`src/cmpc_pkg.sv`:
```
// Purpose: shared constants and types for the comparator control block
// Assumes: apb with 32-bit data, one register per aligned word
// Notes: printed offsets are not word multiples, so byte address = 4 * index
package cmpc_pkg;
   // register indices as printed; byte address is four times the index
   localparam logic [3:0] IDX_CTRL = 4'h0;
   localparam logic [3:0] IDX_MUX = 4'h2;
   localparam logic [3:0] IDX_THRESH = 4'h4;
   localparam logic [3:0] IDX_IRQEN = 4'h6;
   localparam logic [3:0] IDX_STATUS = 4'h7;
   // reset values
   localparam logic [7:0] RST_CTRL = 8'h00;
   localparam logic [7:0] RST_MUX = 8'h00;
   localparam logic [7:0] RST_THRESH = 8'hff;
   localparam logic [7:0] RST_IRQEN = 8'h00;
   // field positions
   localparam int CTRL_STBY_BIT = 7;
   localparam int CTRL_PAD_BIT = 6;
   localparam int CTRL_EDGE_LSB = 4;
   localparam int CTRL_LP_BIT = 3;
   localparam int CTRL_HYS_LSB = 1;
   localparam int CTRL_EN_BIT = 0;
   localparam int MUX_INV_BIT = 7;
   localparam int MUX_POS_LSB = 3;
   localparam int MUX_NEG_LSB = 0;
   localparam int STAT_STATE_BIT = 4;
   localparam int STAT_FLAG_BIT = 0;
   // writable masks
   localparam logic [7:0] MUX_WMASK = 8'h9b;
   localparam logic [7:0] IRQEN_WMASK = 8'h01;
   // edge select encodings
   localparam logic [1:0] EDGE_ANY = 2'h0;
   localparam logic [1:0] EDGE_FALL = 2'h2;
   localparam logic [1:0] EDGE_RISE = 2'h3;
   // negative select value for the internal threshold reference
   localparam logic [1:0] NEG_THRESH = 2'h3;
   // synchroniser depth of the status state bit
   localparam int SYNC_STAGES = 3;

   typedef struct packed {
      logic standby_run;
      logic pad_output_enable;
      logic [1:0] edge_select;
      logic low_power;
      logic [1:0] hysteresis_level;
      logic enable;
   } cmpc_ctrl_t;

   // controls driven out to the analog core
   typedef struct packed {
      logic enable;
      logic low_power;
      logic [1:0] hysteresis_level;
      logic [1:0] pos_input_select;
      logic [1:0] neg_input_select;
      logic use_threshold;
      logic [7:0] threshold_level;
   } cmpc_analog_t;
endpackage : cmpc_pkg

```
`src/cmpc_regs.sv`:
```
// Purpose: register bank and digital control around an analog comparator
// Assumes: apb slave on pclk, zero wait states; analog output is asynchronous
// Notes: the analog core itself sits outside this module
//
// The APB register port was left to the implementer.
`timescale 1ns/10ps
module cmpc_regs
   import cmpc_pkg::*;
(
   // clock and reset
   input wire logic pclk,
   input wire logic presetn,
   // apb slave
   input wire logic psel,
   input wire logic penable,
   input wire logic pwrite,
   input wire logic [11:0] paddr,
   input wire logic [31:0] pwdata,
   input wire logic [3:0] pstrb,
   output logic [31:0] prdata,
   output logic pready,
   output logic pslverr,
   // system power state
   input wire logic standby_sleep,
   // analog core
   input wire logic raw_compare,
   output cmpc_analog_t analog_ctrl,
   // pad and event
   output logic pad_out,
   output logic pad_oe,
   output logic compare_event,
   // interrupt
   output logic compare_irq
);

   ////////////////////////////////////////////////////////////////////////////
   // bus decode

   logic [7:0] ctrl_q;
   logic [7:0] mux_q;
   logic [7:0] thresh_q;
   logic [7:0] irqen_q;
   logic flag;
   logic [SYNC_STAGES-2:0] raw_sync;
   logic synced;
   logic state_prev;
   cmpc_ctrl_t ctrl;

   // misaligned or out-of-range addresses match nothing and so read zero
   function automatic logic reg_hit(input logic [11:0] addr, input logic [3:0] index);
      return (addr[1:0] == 2'b00) && (addr[11:6] == 6'h00) && (addr[5:2] == index);
   endfunction : reg_hit

   wire access = psel && penable;
   wire wr = access && pwrite && pstrb[0];
   wire hit_ctrl = reg_hit(paddr, IDX_CTRL);
   wire hit_mux = reg_hit(paddr, IDX_MUX);
   wire hit_thresh = reg_hit(paddr, IDX_THRESH);
   wire hit_irqen = reg_hit(paddr, IDX_IRQEN);
   wire hit_status = reg_hit(paddr, IDX_STATUS);

   assign ctrl = cmpc_ctrl_t'(ctrl_q);

   ////////////////////////////////////////////////////////////////////////////
   // comparator running condition and output path

   // without standby-run the comparator stops while the system sleeps
   wire running = ctrl.enable && !(standby_sleep && !ctrl.standby_run);
   // the analog output is asynchronous: two flops stand before any logic reads it
   wire raw_level = raw_sync[SYNC_STAGES-2];
   // raw polarity comes from the analog core; invert applies to all consumers
   wire out_level = running && (raw_level ^ mux_q[MUX_INV_BIT]);

   ////////////////////////////////////////////////////////////////////////////
   // synchroniser and edge detection

   // peripheral clock is gated in standby, so edge detection freezes there; the status state bit still follows
   wire clk_live = !standby_sleep;
   wire next_state_prev = clk_live ? synced : state_prev;
   wire rise = clk_live && synced && !state_prev;
   wire fall = clk_live && !synced && state_prev;
   wire edge_hit = (ctrl.edge_select == EDGE_ANY) ? (rise || fall) :
                   (ctrl.edge_select == EDGE_FALL) ? fall :
                   (ctrl.edge_select == EDGE_RISE) ? rise : 1'b0;
   wire flag_clr = wr && hit_status && pwdata[STAT_FLAG_BIT];
   // an edge in the clearing cycle wins so no event is lost
   wire next_flag = edge_hit ? 1'b1 : (flag_clr ? 1'b0 : flag);

   always_ff @(posedge pclk or negedge presetn) begin
      if (!presetn) begin
         raw_sync <= '0;
         synced <= 1'b0;
         state_prev <= 1'b0;
         flag <= 1'b0;
      end else begin
         // first stage read only by the second; the state flop is the third cycle
         raw_sync <= {raw_sync[SYNC_STAGES-3:0], raw_compare};
         synced <= out_level;
         state_prev <= next_state_prev;
         flag <= next_flag;
      end
   end

   ////////////////////////////////////////////////////////////////////////////
   // register writes

   always_ff @(posedge pclk or negedge presetn) begin
      if (!presetn) begin
         ctrl_q <= RST_CTRL;
         mux_q <= RST_MUX;
         thresh_q <= RST_THRESH;
         irqen_q <= RST_IRQEN;
      end else begin
         if (wr && hit_ctrl) begin
            ctrl_q <= pwdata[7:0];
         end
         if (wr && hit_mux) begin
            mux_q <= pwdata[7:0] & MUX_WMASK;
         end
         if (wr && hit_thresh) begin
            thresh_q <= pwdata[7:0];
         end
         if (wr && hit_irqen) begin
            irqen_q <= pwdata[7:0] & IRQEN_WMASK;
         end
      end
   end

   ////////////////////////////////////////////////////////////////////////////
   // read mux and outputs

   wire [7:0] status_val = {3'b000, synced, 3'b000, flag};
   wire [7:0] rd_val = hit_ctrl ? ctrl_q :
                       hit_mux ? mux_q :
                       hit_thresh ? thresh_q :
                       hit_irqen ? irqen_q :
                       hit_status ? status_val : 8'h00;
   wire [31:0] next_prdata = (psel && !penable && !pwrite) ? {24'h00_0000, rd_val} : 32'h0000_0000;

   cmpc_analog_t next_analog;
   assign next_analog.enable = running;
   assign next_analog.low_power = ctrl.low_power;
   assign next_analog.hysteresis_level = ctrl.hysteresis_level;
   assign next_analog.pos_input_select = mux_q[MUX_POS_LSB +: 2];
   assign next_analog.neg_input_select = mux_q[MUX_NEG_LSB +: 2];
   assign next_analog.use_threshold = (mux_q[MUX_NEG_LSB +: 2] == NEG_THRESH);
   assign next_analog.threshold_level = thresh_q;

   // one pclk of latency on the pad and event: the output must come from a flop
   always_ff @(posedge pclk or negedge presetn) begin
      if (!presetn) begin
         prdata <= 32'h0000_0000;
         pready <= 1'b0;
         pslverr <= 1'b0;
         analog_ctrl <= '0;
         pad_out <= 1'b0;
         pad_oe <= 1'b0;
         compare_event <= 1'b0;
         compare_irq <= 1'b0;
      end else begin
         prdata <= next_prdata;
         pready <= psel && !penable;
         pslverr <= 1'b0;
         analog_ctrl <= next_analog;
         pad_out <= out_level;
         pad_oe <= ctrl.pad_output_enable && running;
         compare_event <= out_level;
         compare_irq <= next_flag && irqen_q[0];
      end
   end

   ////////////////////////////////////////////////////////////////////////////
   // assertions

   a_reset_values: assert property (@(posedge pclk)
      $rose(presetn) |-> ctrl_q == RST_CTRL && thresh_q == RST_THRESH)
      else $error("reset values wrong");

   a_irq_follows: assert property (@(posedge pclk) disable iff (!presetn)
      compare_irq == $past((edge_hit || flag && !flag_clr) && irqen_q[0]))
      else $error("irq does not follow flag and enable");

   a_clear_one: assert property (@(posedge pclk) disable iff (!presetn)
      flag_clr && !edge_hit |=> !flag)
      else $error("flag not cleared by write one");

   a_write_zero_keeps: assert property (@(posedge pclk) disable iff (!presetn)
      flag && !flag_clr |=> flag)
      else $error("flag lost without clear");

   a_rise_only: assert property (@(posedge pclk) disable iff (!presetn)
      ctrl.edge_select == EDGE_RISE && fall && !flag && !flag_clr |=> !flag)
      else $error("falling edge set flag in rise mode");

   a_reserved_edge: assert property (@(posedge pclk) disable iff (!presetn)
      ctrl.edge_select == 2'h1 && !flag |=> !flag)
      else $error("reserved edge mode set flag");

   a_sync_delay: assert property (@(posedge pclk) disable iff (!presetn)
      $past(presetn) |-> synced == $past(out_level))
      else $error("state not one cycle behind the output level");

   a_standby_freeze: assert property (@(posedge pclk) disable iff (!presetn)
      standby_sleep && !flag_clr |=> flag == $past(flag))
      else $error("flag changed in standby");

   a_pad_enable: assert property (@(posedge pclk) disable iff (!presetn)
      !ctrl.pad_output_enable |=> !pad_oe)
      else $error("pad driven while disabled");

   a_unused_zero: assert property (@(posedge pclk) disable iff (!presetn)
      mux_q[6:5] == 2'b00 && mux_q[2] == 1'b0 && irqen_q[7:1] == 7'h00)
      else $error("unused bits not zero");

   a_raw_sync: assert property (@(posedge pclk) disable iff (!presetn)
      raw_level == $past(raw_compare, 2))
      else $error("raw output not two flops behind");

   a_pready_setup: assert property (@(posedge pclk) disable iff (!presetn)
      psel && !penable |=> pready)
      else $error("no ready in access cycle");

   a_pready_idle: assert property (@(posedge pclk) disable iff (!presetn)
      !(psel && !penable) |=> !pready)
      else $error("ready outside access cycle");

   a_rdata_idle: assert property (@(posedge pclk) disable iff (!presetn)
      !pready |-> prdata == 32'h0000_0000)
      else $error("read data not zero outside a read");

   a_write_ctrl: assert property (@(posedge pclk) disable iff (!presetn)
      wr && hit_ctrl |=> ctrl_q == $past(pwdata[7:0]))
      else $error("control write lost");

   a_write_mux: assert property (@(posedge pclk) disable iff (!presetn)
      wr && hit_mux |=> mux_q == ($past(pwdata[7:0]) & MUX_WMASK))
      else $error("input select write lost");

   a_write_thresh: assert property (@(posedge pclk) disable iff (!presetn)
      wr && hit_thresh |=> thresh_q == $past(pwdata[7:0]))
      else $error("threshold write lost");

   a_write_irqen: assert property (@(posedge pclk) disable iff (!presetn)
      wr && hit_irqen |=> irqen_q == {7'h00, $past(pwdata[0])})
      else $error("interrupt enable write lost");

   a_ctrl_hold: assert property (@(posedge pclk) disable iff (!presetn)
      !(wr && hit_ctrl) |=> $stable(ctrl_q))
      else $error("control changed without a write");

   a_thresh_hold: assert property (@(posedge pclk) disable iff (!presetn)
      !(wr && hit_thresh) |=> $stable(thresh_q))
      else $error("threshold changed without a write");

   a_read_status: assert property (@(posedge pclk) disable iff (!presetn)
      psel && !penable && !pwrite && hit_status |=> prdata == {24'h00_0000, 3'b000, $past(synced), 3'b000, $past(flag)})
      else $error("status read wrong");

   a_reserved_read: assert property (@(posedge pclk) disable iff (!presetn)
      psel && !penable && !pwrite && !(hit_ctrl || hit_mux || hit_thresh || hit_irqen || hit_status)
      |=> prdata == 32'h0000_0000)
      else $error("reserved offset read not zero");

   a_edge_sets: assert property (@(posedge pclk) disable iff (!presetn)
      edge_hit |=> flag)
      else $error("qualifying edge did not set flag");

   a_rise_sets: assert property (@(posedge pclk) disable iff (!presetn)
      ctrl.edge_select == EDGE_RISE && rise |=> flag)
      else $error("rising edge missed in rise mode");

   a_fall_sets: assert property (@(posedge pclk) disable iff (!presetn)
      ctrl.edge_select == EDGE_FALL && fall |=> flag)
      else $error("falling edge missed in fall mode");

   a_any_sets: assert property (@(posedge pclk) disable iff (!presetn)
      ctrl.edge_select == EDGE_ANY && (rise || fall) |=> flag)
      else $error("edge missed in both-edge mode");

   a_fall_only: assert property (@(posedge pclk) disable iff (!presetn)
      ctrl.edge_select == EDGE_FALL && rise && !flag && !flag_clr |=> !flag)
      else $error("rising edge set flag in fall mode");

   a_flag_source: assert property (@(posedge pclk) disable iff (!presetn)
      !flag && !edge_hit |=> !flag)
      else $error("flag set without an edge");

   a_irq_needs_flag: assert property (@(posedge pclk) disable iff (!presetn)
      compare_irq |-> flag)
      else $error("irq without flag");

   a_irq_disabled: assert property (@(posedge pclk) disable iff (!presetn)
      !irqen_q[0] |=> !compare_irq)
      else $error("irq while disabled");

   a_pad_follows: assert property (@(posedge pclk) disable iff (!presetn)
      $past(presetn) |-> pad_out == $past(out_level))
      else $error("pad does not follow output");

   a_event_level: assert property (@(posedge pclk) disable iff (!presetn)
      $past(presetn) |-> compare_event == $past(out_level))
      else $error("event does not follow output");

   a_pad_oe_on: assert property (@(posedge pclk) disable iff (!presetn)
      ctrl.pad_output_enable && running |=> pad_oe)
      else $error("pad not driven while enabled");

   a_halt_standby: assert property (@(posedge pclk) disable iff (!presetn)
      standby_sleep && !ctrl.standby_run |=> !analog_ctrl.enable && !compare_event)
      else $error("comparator ran in standby");

   a_run_standby: assert property (@(posedge pclk) disable iff (!presetn)
      standby_sleep && ctrl.standby_run && ctrl.enable |=> analog_ctrl.enable)
      else $error("comparator halted despite standby run");

   a_enable_off: assert property (@(posedge pclk) disable iff (!presetn)
      !ctrl.enable |=> !analog_ctrl.enable)
      else $error("comparator on while disabled");

   a_low_power: assert property (@(posedge pclk) disable iff (!presetn)
      $past(presetn) |-> analog_ctrl.low_power == $past(ctrl.low_power))
      else $error("low power control wrong");

   a_hysteresis: assert property (@(posedge pclk) disable iff (!presetn)
      $past(presetn) |-> analog_ctrl.hysteresis_level == $past(ctrl.hysteresis_level))
      else $error("hysteresis control wrong");

   a_pos_select: assert property (@(posedge pclk) disable iff (!presetn)
      $past(presetn) |-> analog_ctrl.pos_input_select == $past(mux_q[MUX_POS_LSB +: 2]))
      else $error("positive select wrong");

   a_neg_reference: assert property (@(posedge pclk) disable iff (!presetn)
      $past(presetn) |-> analog_ctrl.use_threshold == $past(mux_q[1:0] == NEG_THRESH))
      else $error("reference select wrong");

   a_threshold_out: assert property (@(posedge pclk) disable iff (!presetn)
      $past(presetn) |-> analog_ctrl.threshold_level == $past(thresh_q))
      else $error("threshold level not passed on");

endmodule : cmpc_regs

```
`config.mk`:
```
export PLATFORM = sky130hd
export DESIGN_NAME = cmpc_regs
export DESIGN_NICKNAME = d
export VERILOG_FILES = /design/src/cmpc_pkg.sv /design/src/cmpc_regs.sv
export SDC_FILE = /design/constraint.sdc
export NUM_CORES = 1
export LEC_CHECK = 0
export ABC_AREA = 1
export BUFFER_PORTS_ARGS = -buffer_cell sky130_fd_sc_hd__buf_2
export CAP_MARGIN = 40
export CORE_UTILIZATION = 50
export DETAILED_ROUTE_END_ITERATION = 10
export PLACE_DENSITY = 0.84
export SYNTH_ARGS = -nofsm -noshare
export SYNTH_HDL_FRONTEND = slang
export SYNTH_SLANG_ARGS = --single-unit
```
`constraint.sdc`:
```
create_clock -name pclk -period 3 [get_ports pclk]
set_input_delay 0.15 -clock pclk [delete_from_list [all_inputs] [get_ports pclk]]
set_output_delay 0.15 -clock pclk [all_outputs]
set_load 0.1 [all_outputs]
```
# Word level (Yosys, flattened, before mapping)
# Cells that the tools add are included.
# classes
n_eq_ne,7
muxes,11
n_bitwise,1
reduce_logical,38
# op_table
op,count
2-to-1 mux 8 bit,4
logical AND 1 bit,26
"== test 4 x 3 -> 1 bit, second input constant",3
2-to-1 mux 5 bit,2
logical NOT 1 bit,7
"== test 2 bit, second input constant",3
logical NOT 6 bit,1
2-to-1 mux 1 bit,5
"== test 4 x 2 -> 1 bit, second input constant",1
logical NOT 2 bit,2
logical NOT 4 bit,1
logical OR 1 bit,1
XOR 1 bit,1
# totals
regBits,55

# Depth between registers and ports, before layout
# depth
word_depth,9
mapped_depth,9
ltp_nobuf,9

# Worst setup path before layout
# No wires, ideal clock.
# synth_path
path_type,flip-flop to output port
start,register pad_out
end,output pad_out
arrival_time_ps,1389
slack_ps,1461
stages_incl_launch_ff,2
path_cell_list,dfrtp_1 > buf_4
# synth_lines
element,line,source
start: declaration,cmpc_regs.sv:29,"output logic pad_out,"
start signal: assignment,cmpc_regs.sv:165,pad_out <= out_level;
# No word-level cell between the ends.

==> flow_summary.toml <==
[sta]
grt_setup_unrepaired = "no"
final.setup.tns_ns = 0
finalCritPeriodShare = 0.4512
hold_viol_final = 0
worst_slew_pin_slew_ns = 0.5856
finalClockSkew_ns = 0.006427
worst_slew_margin_rel = 0.6096
finalSetupViolCount = 0
slew_viol_final = 0
min_period_ns = 1.354
max_freq_mhz = 738.7

[die]
die_h_um = 71.62
die_w_um = 71.62
fp-row-count = 24
start_util = 0.5381
io_pins = 110
die_area_mm2 = 0.005129
core_mm2 = 0.004504

[detailed_routing]
routedWlPerCell_um = 12.34
vias = 1741
first_pass_iters = 4
antenna_left = 0
avgViaCountPerCell = 4.823
drc_errors = 0
drt_iter0_markers = 160
wl_um = 4453

[worst_setup_path]
worst_setup_path_end_kind = "output pin"
worstPathRequired_ns = 2.85
path_buf_inv = 1
critical-path-max-stage-delay_ns = 0.46
critPathSlowestCell = "buf_2"
critPathKind = "register to output pin"
crit_fanout = 6
critPathTopFamily = "buffers and inverters"
crit_chain = "buf_2"
start_kind = "register"
critPathArrivalTime_ns = 1.20

[global_routing]
grt_pass1_vias = 1684
antenna_found_initial = 0
grt_max_degree = 30
grt_pass1_wl_um = 7541
overflow = 0
grt.total_usage = 0.1920

[synth]
synth-edff-count = 0
ys_types = 26
synthCells = 246
ys.warnings.count = 0
synth_ff_type = "dfrtp_1"
avgSynthCellArea_um2 = 9.852
ys_async_sr_fraction = 1.000
syn_area_mm2 = 0.002424
synth-seq-area-share = 0.5720
synth_seq_cells = 55

[cts]
cts.clk_slew.worst_paths_ns = 0.09
clock-root-buffer = "clkbuf_8"
post-cts-setup-buffers = 0
clockBufferDepth = 2
tritoncts = "done"
cts.sinks = 55
cts_buffers = 5
htreeDepth = 2
clock_latency_ns = 0.31

[layout]
num-fill-cells = 386
final_common_cell = "buf_2"
nNetsFinal = 363
drive_gt1_frac = 0.3333
diodes = 0
seqCellArea_mm2 = 0.001386
multi_input_area_um2 = 787.0
mostFrequentLayoutCells = "buf_2 (57), nand2_1 (48), dfrtp_1 (47), inv_1 (27), conb_1 (25)"
area_growth_pct = 14.25

[placed_design]
portBuffers = 57
routabilityCongestion = 0.8892
hpwl_um = 3245

[job]
maxCapViolations = 0

[power_and_ir_drop]
p_total_mw = 1.390
p_comb_frac = 0.150
p_seq_frac = 0.537
p_leak_nw = 1.559
vdd_drop_max_mv = 0.2146
clockPowerShare = 0.313
p_int_uw = 978.0
power_density_mw_per_mm2 = 502.2
power.share.switching = 0.2967
switchingPower_uw = 412.5

[min_path]
holdCritPathClass = "primary input to register"

[outcome]
status = "complete, no violations"
## Yosys cell counts, types with 3 or more instances
cell / number / area share
a21oi_1: 5 / 0.010
buf_4: 26 / 0.081
dfrtp_1: 47 / 0.49
dfstp_2: 8 / 0.087
inv_1: 27 / 0.042
inv_2: 3 / 0.0046
nand2_1: 48 / 0.074
nand3_1: 14 / 0.029
nand4_1: 7 / 0.018
nor2_1: 13 / 0.020
nor2_2: 3 / 0.0077
nor2_4: 3 / 0.014
o21ai_0: 5 / 0.010
o21ai_1: 6 / 0.012
o21ai_2: 16 / 0.058
## power groups by stage
stage	Combinational, mW	Sequential [mW]	Clock, mW
6_report	0.208	0.746	0.436
3_5_place_dp	0.207	0.761	0
2_1_floorplan	0.185	0.767	0
5_1_grt	0.219	0.747	0.475
4_1_cts	0.209	0.747	0.449
3_3_place_gp	0.205	0.761	0
## state kept, by name, summed over array words and instances, names as in the netlist
register     cells
analog_ctrl     17
ctrl             8
prdata           8
thresh_q         8
mux_q            5
raw_sync         2
compare_irq      1
flag             1
irqen_q          1
pad_oe           1
pad_out          1
pready           1
state_prev       1
## cell families after synthesis
logic type	Yosys count	synth area share
AND/OR/NAND/NOR	95	0.1848
buffers and inverters	60	0.1404
flip-flops	55	0.5720
AO/OA/AOI/OAI	33	0.09396
XOR/XNOR	2	0.007229
other	1	0.001547
## routing by layer
layer	vias to the layer above	routed length [µm]	global-route usage
met4	0	59	0.06536
met1	816	1973	0.2521
met2	66	2190	0.3166
li1	852	-	-
met5	-	0	0
met3	7	230	0.04360
## worst paths after layout
check | start | endpoint | slack (ns) | depth (start not counted)
setup / recovery | pad_out | compare_event | 1.65 | 1
hold reg to reg | raw_sync[0] | raw_sync[1] | 0.36 | 0
setup reg to reg | ctrl[4] | compare_irq | 1.94 | 4
max in group asynchronous | presetn | thresh_q[7] | 1.79 | 3
min in group asynchronous | presetn | analog_ctrl[0] | 0.38 | 2
hold / removal | penable | pready | 0.009 | 2
## layout make-up
cell class | instances | share of cell area
well taps | 52 | 0.02350
clock buffers | 8 | 0.03615
repair buffers | 60 | 0.1130
multi-input cells | 155 | 0.2842
flip-flops and latches | 55 | 0.5007
inverters | 31 | 0.04248
## timing repair
| action | in CTS | in global routing |
|---|---|---|
| resized for setup | 0 | 0 |
| hold endpoints to repair | 26 | 0 |
| hold buffers | 2 | 0 |
## stage by stage
stage               hold slack, ns    util  cells  setup WS [ns]  instance area, µm²
floorplan                  -0.1456       -    270          1.461                2514
global placement            0.1786  0.5881    351          1.490                2649
detailed placement          0.1824  0.5881    351          1.420                2649
CTS                       0.003997  0.6147    361          1.616                2769
global route              0.001151  0.6147    361          1.588                2769
finish                    0.009059  0.6147    361          1.646                2769
No activity file was read; power rests on OpenSTA's default activity.
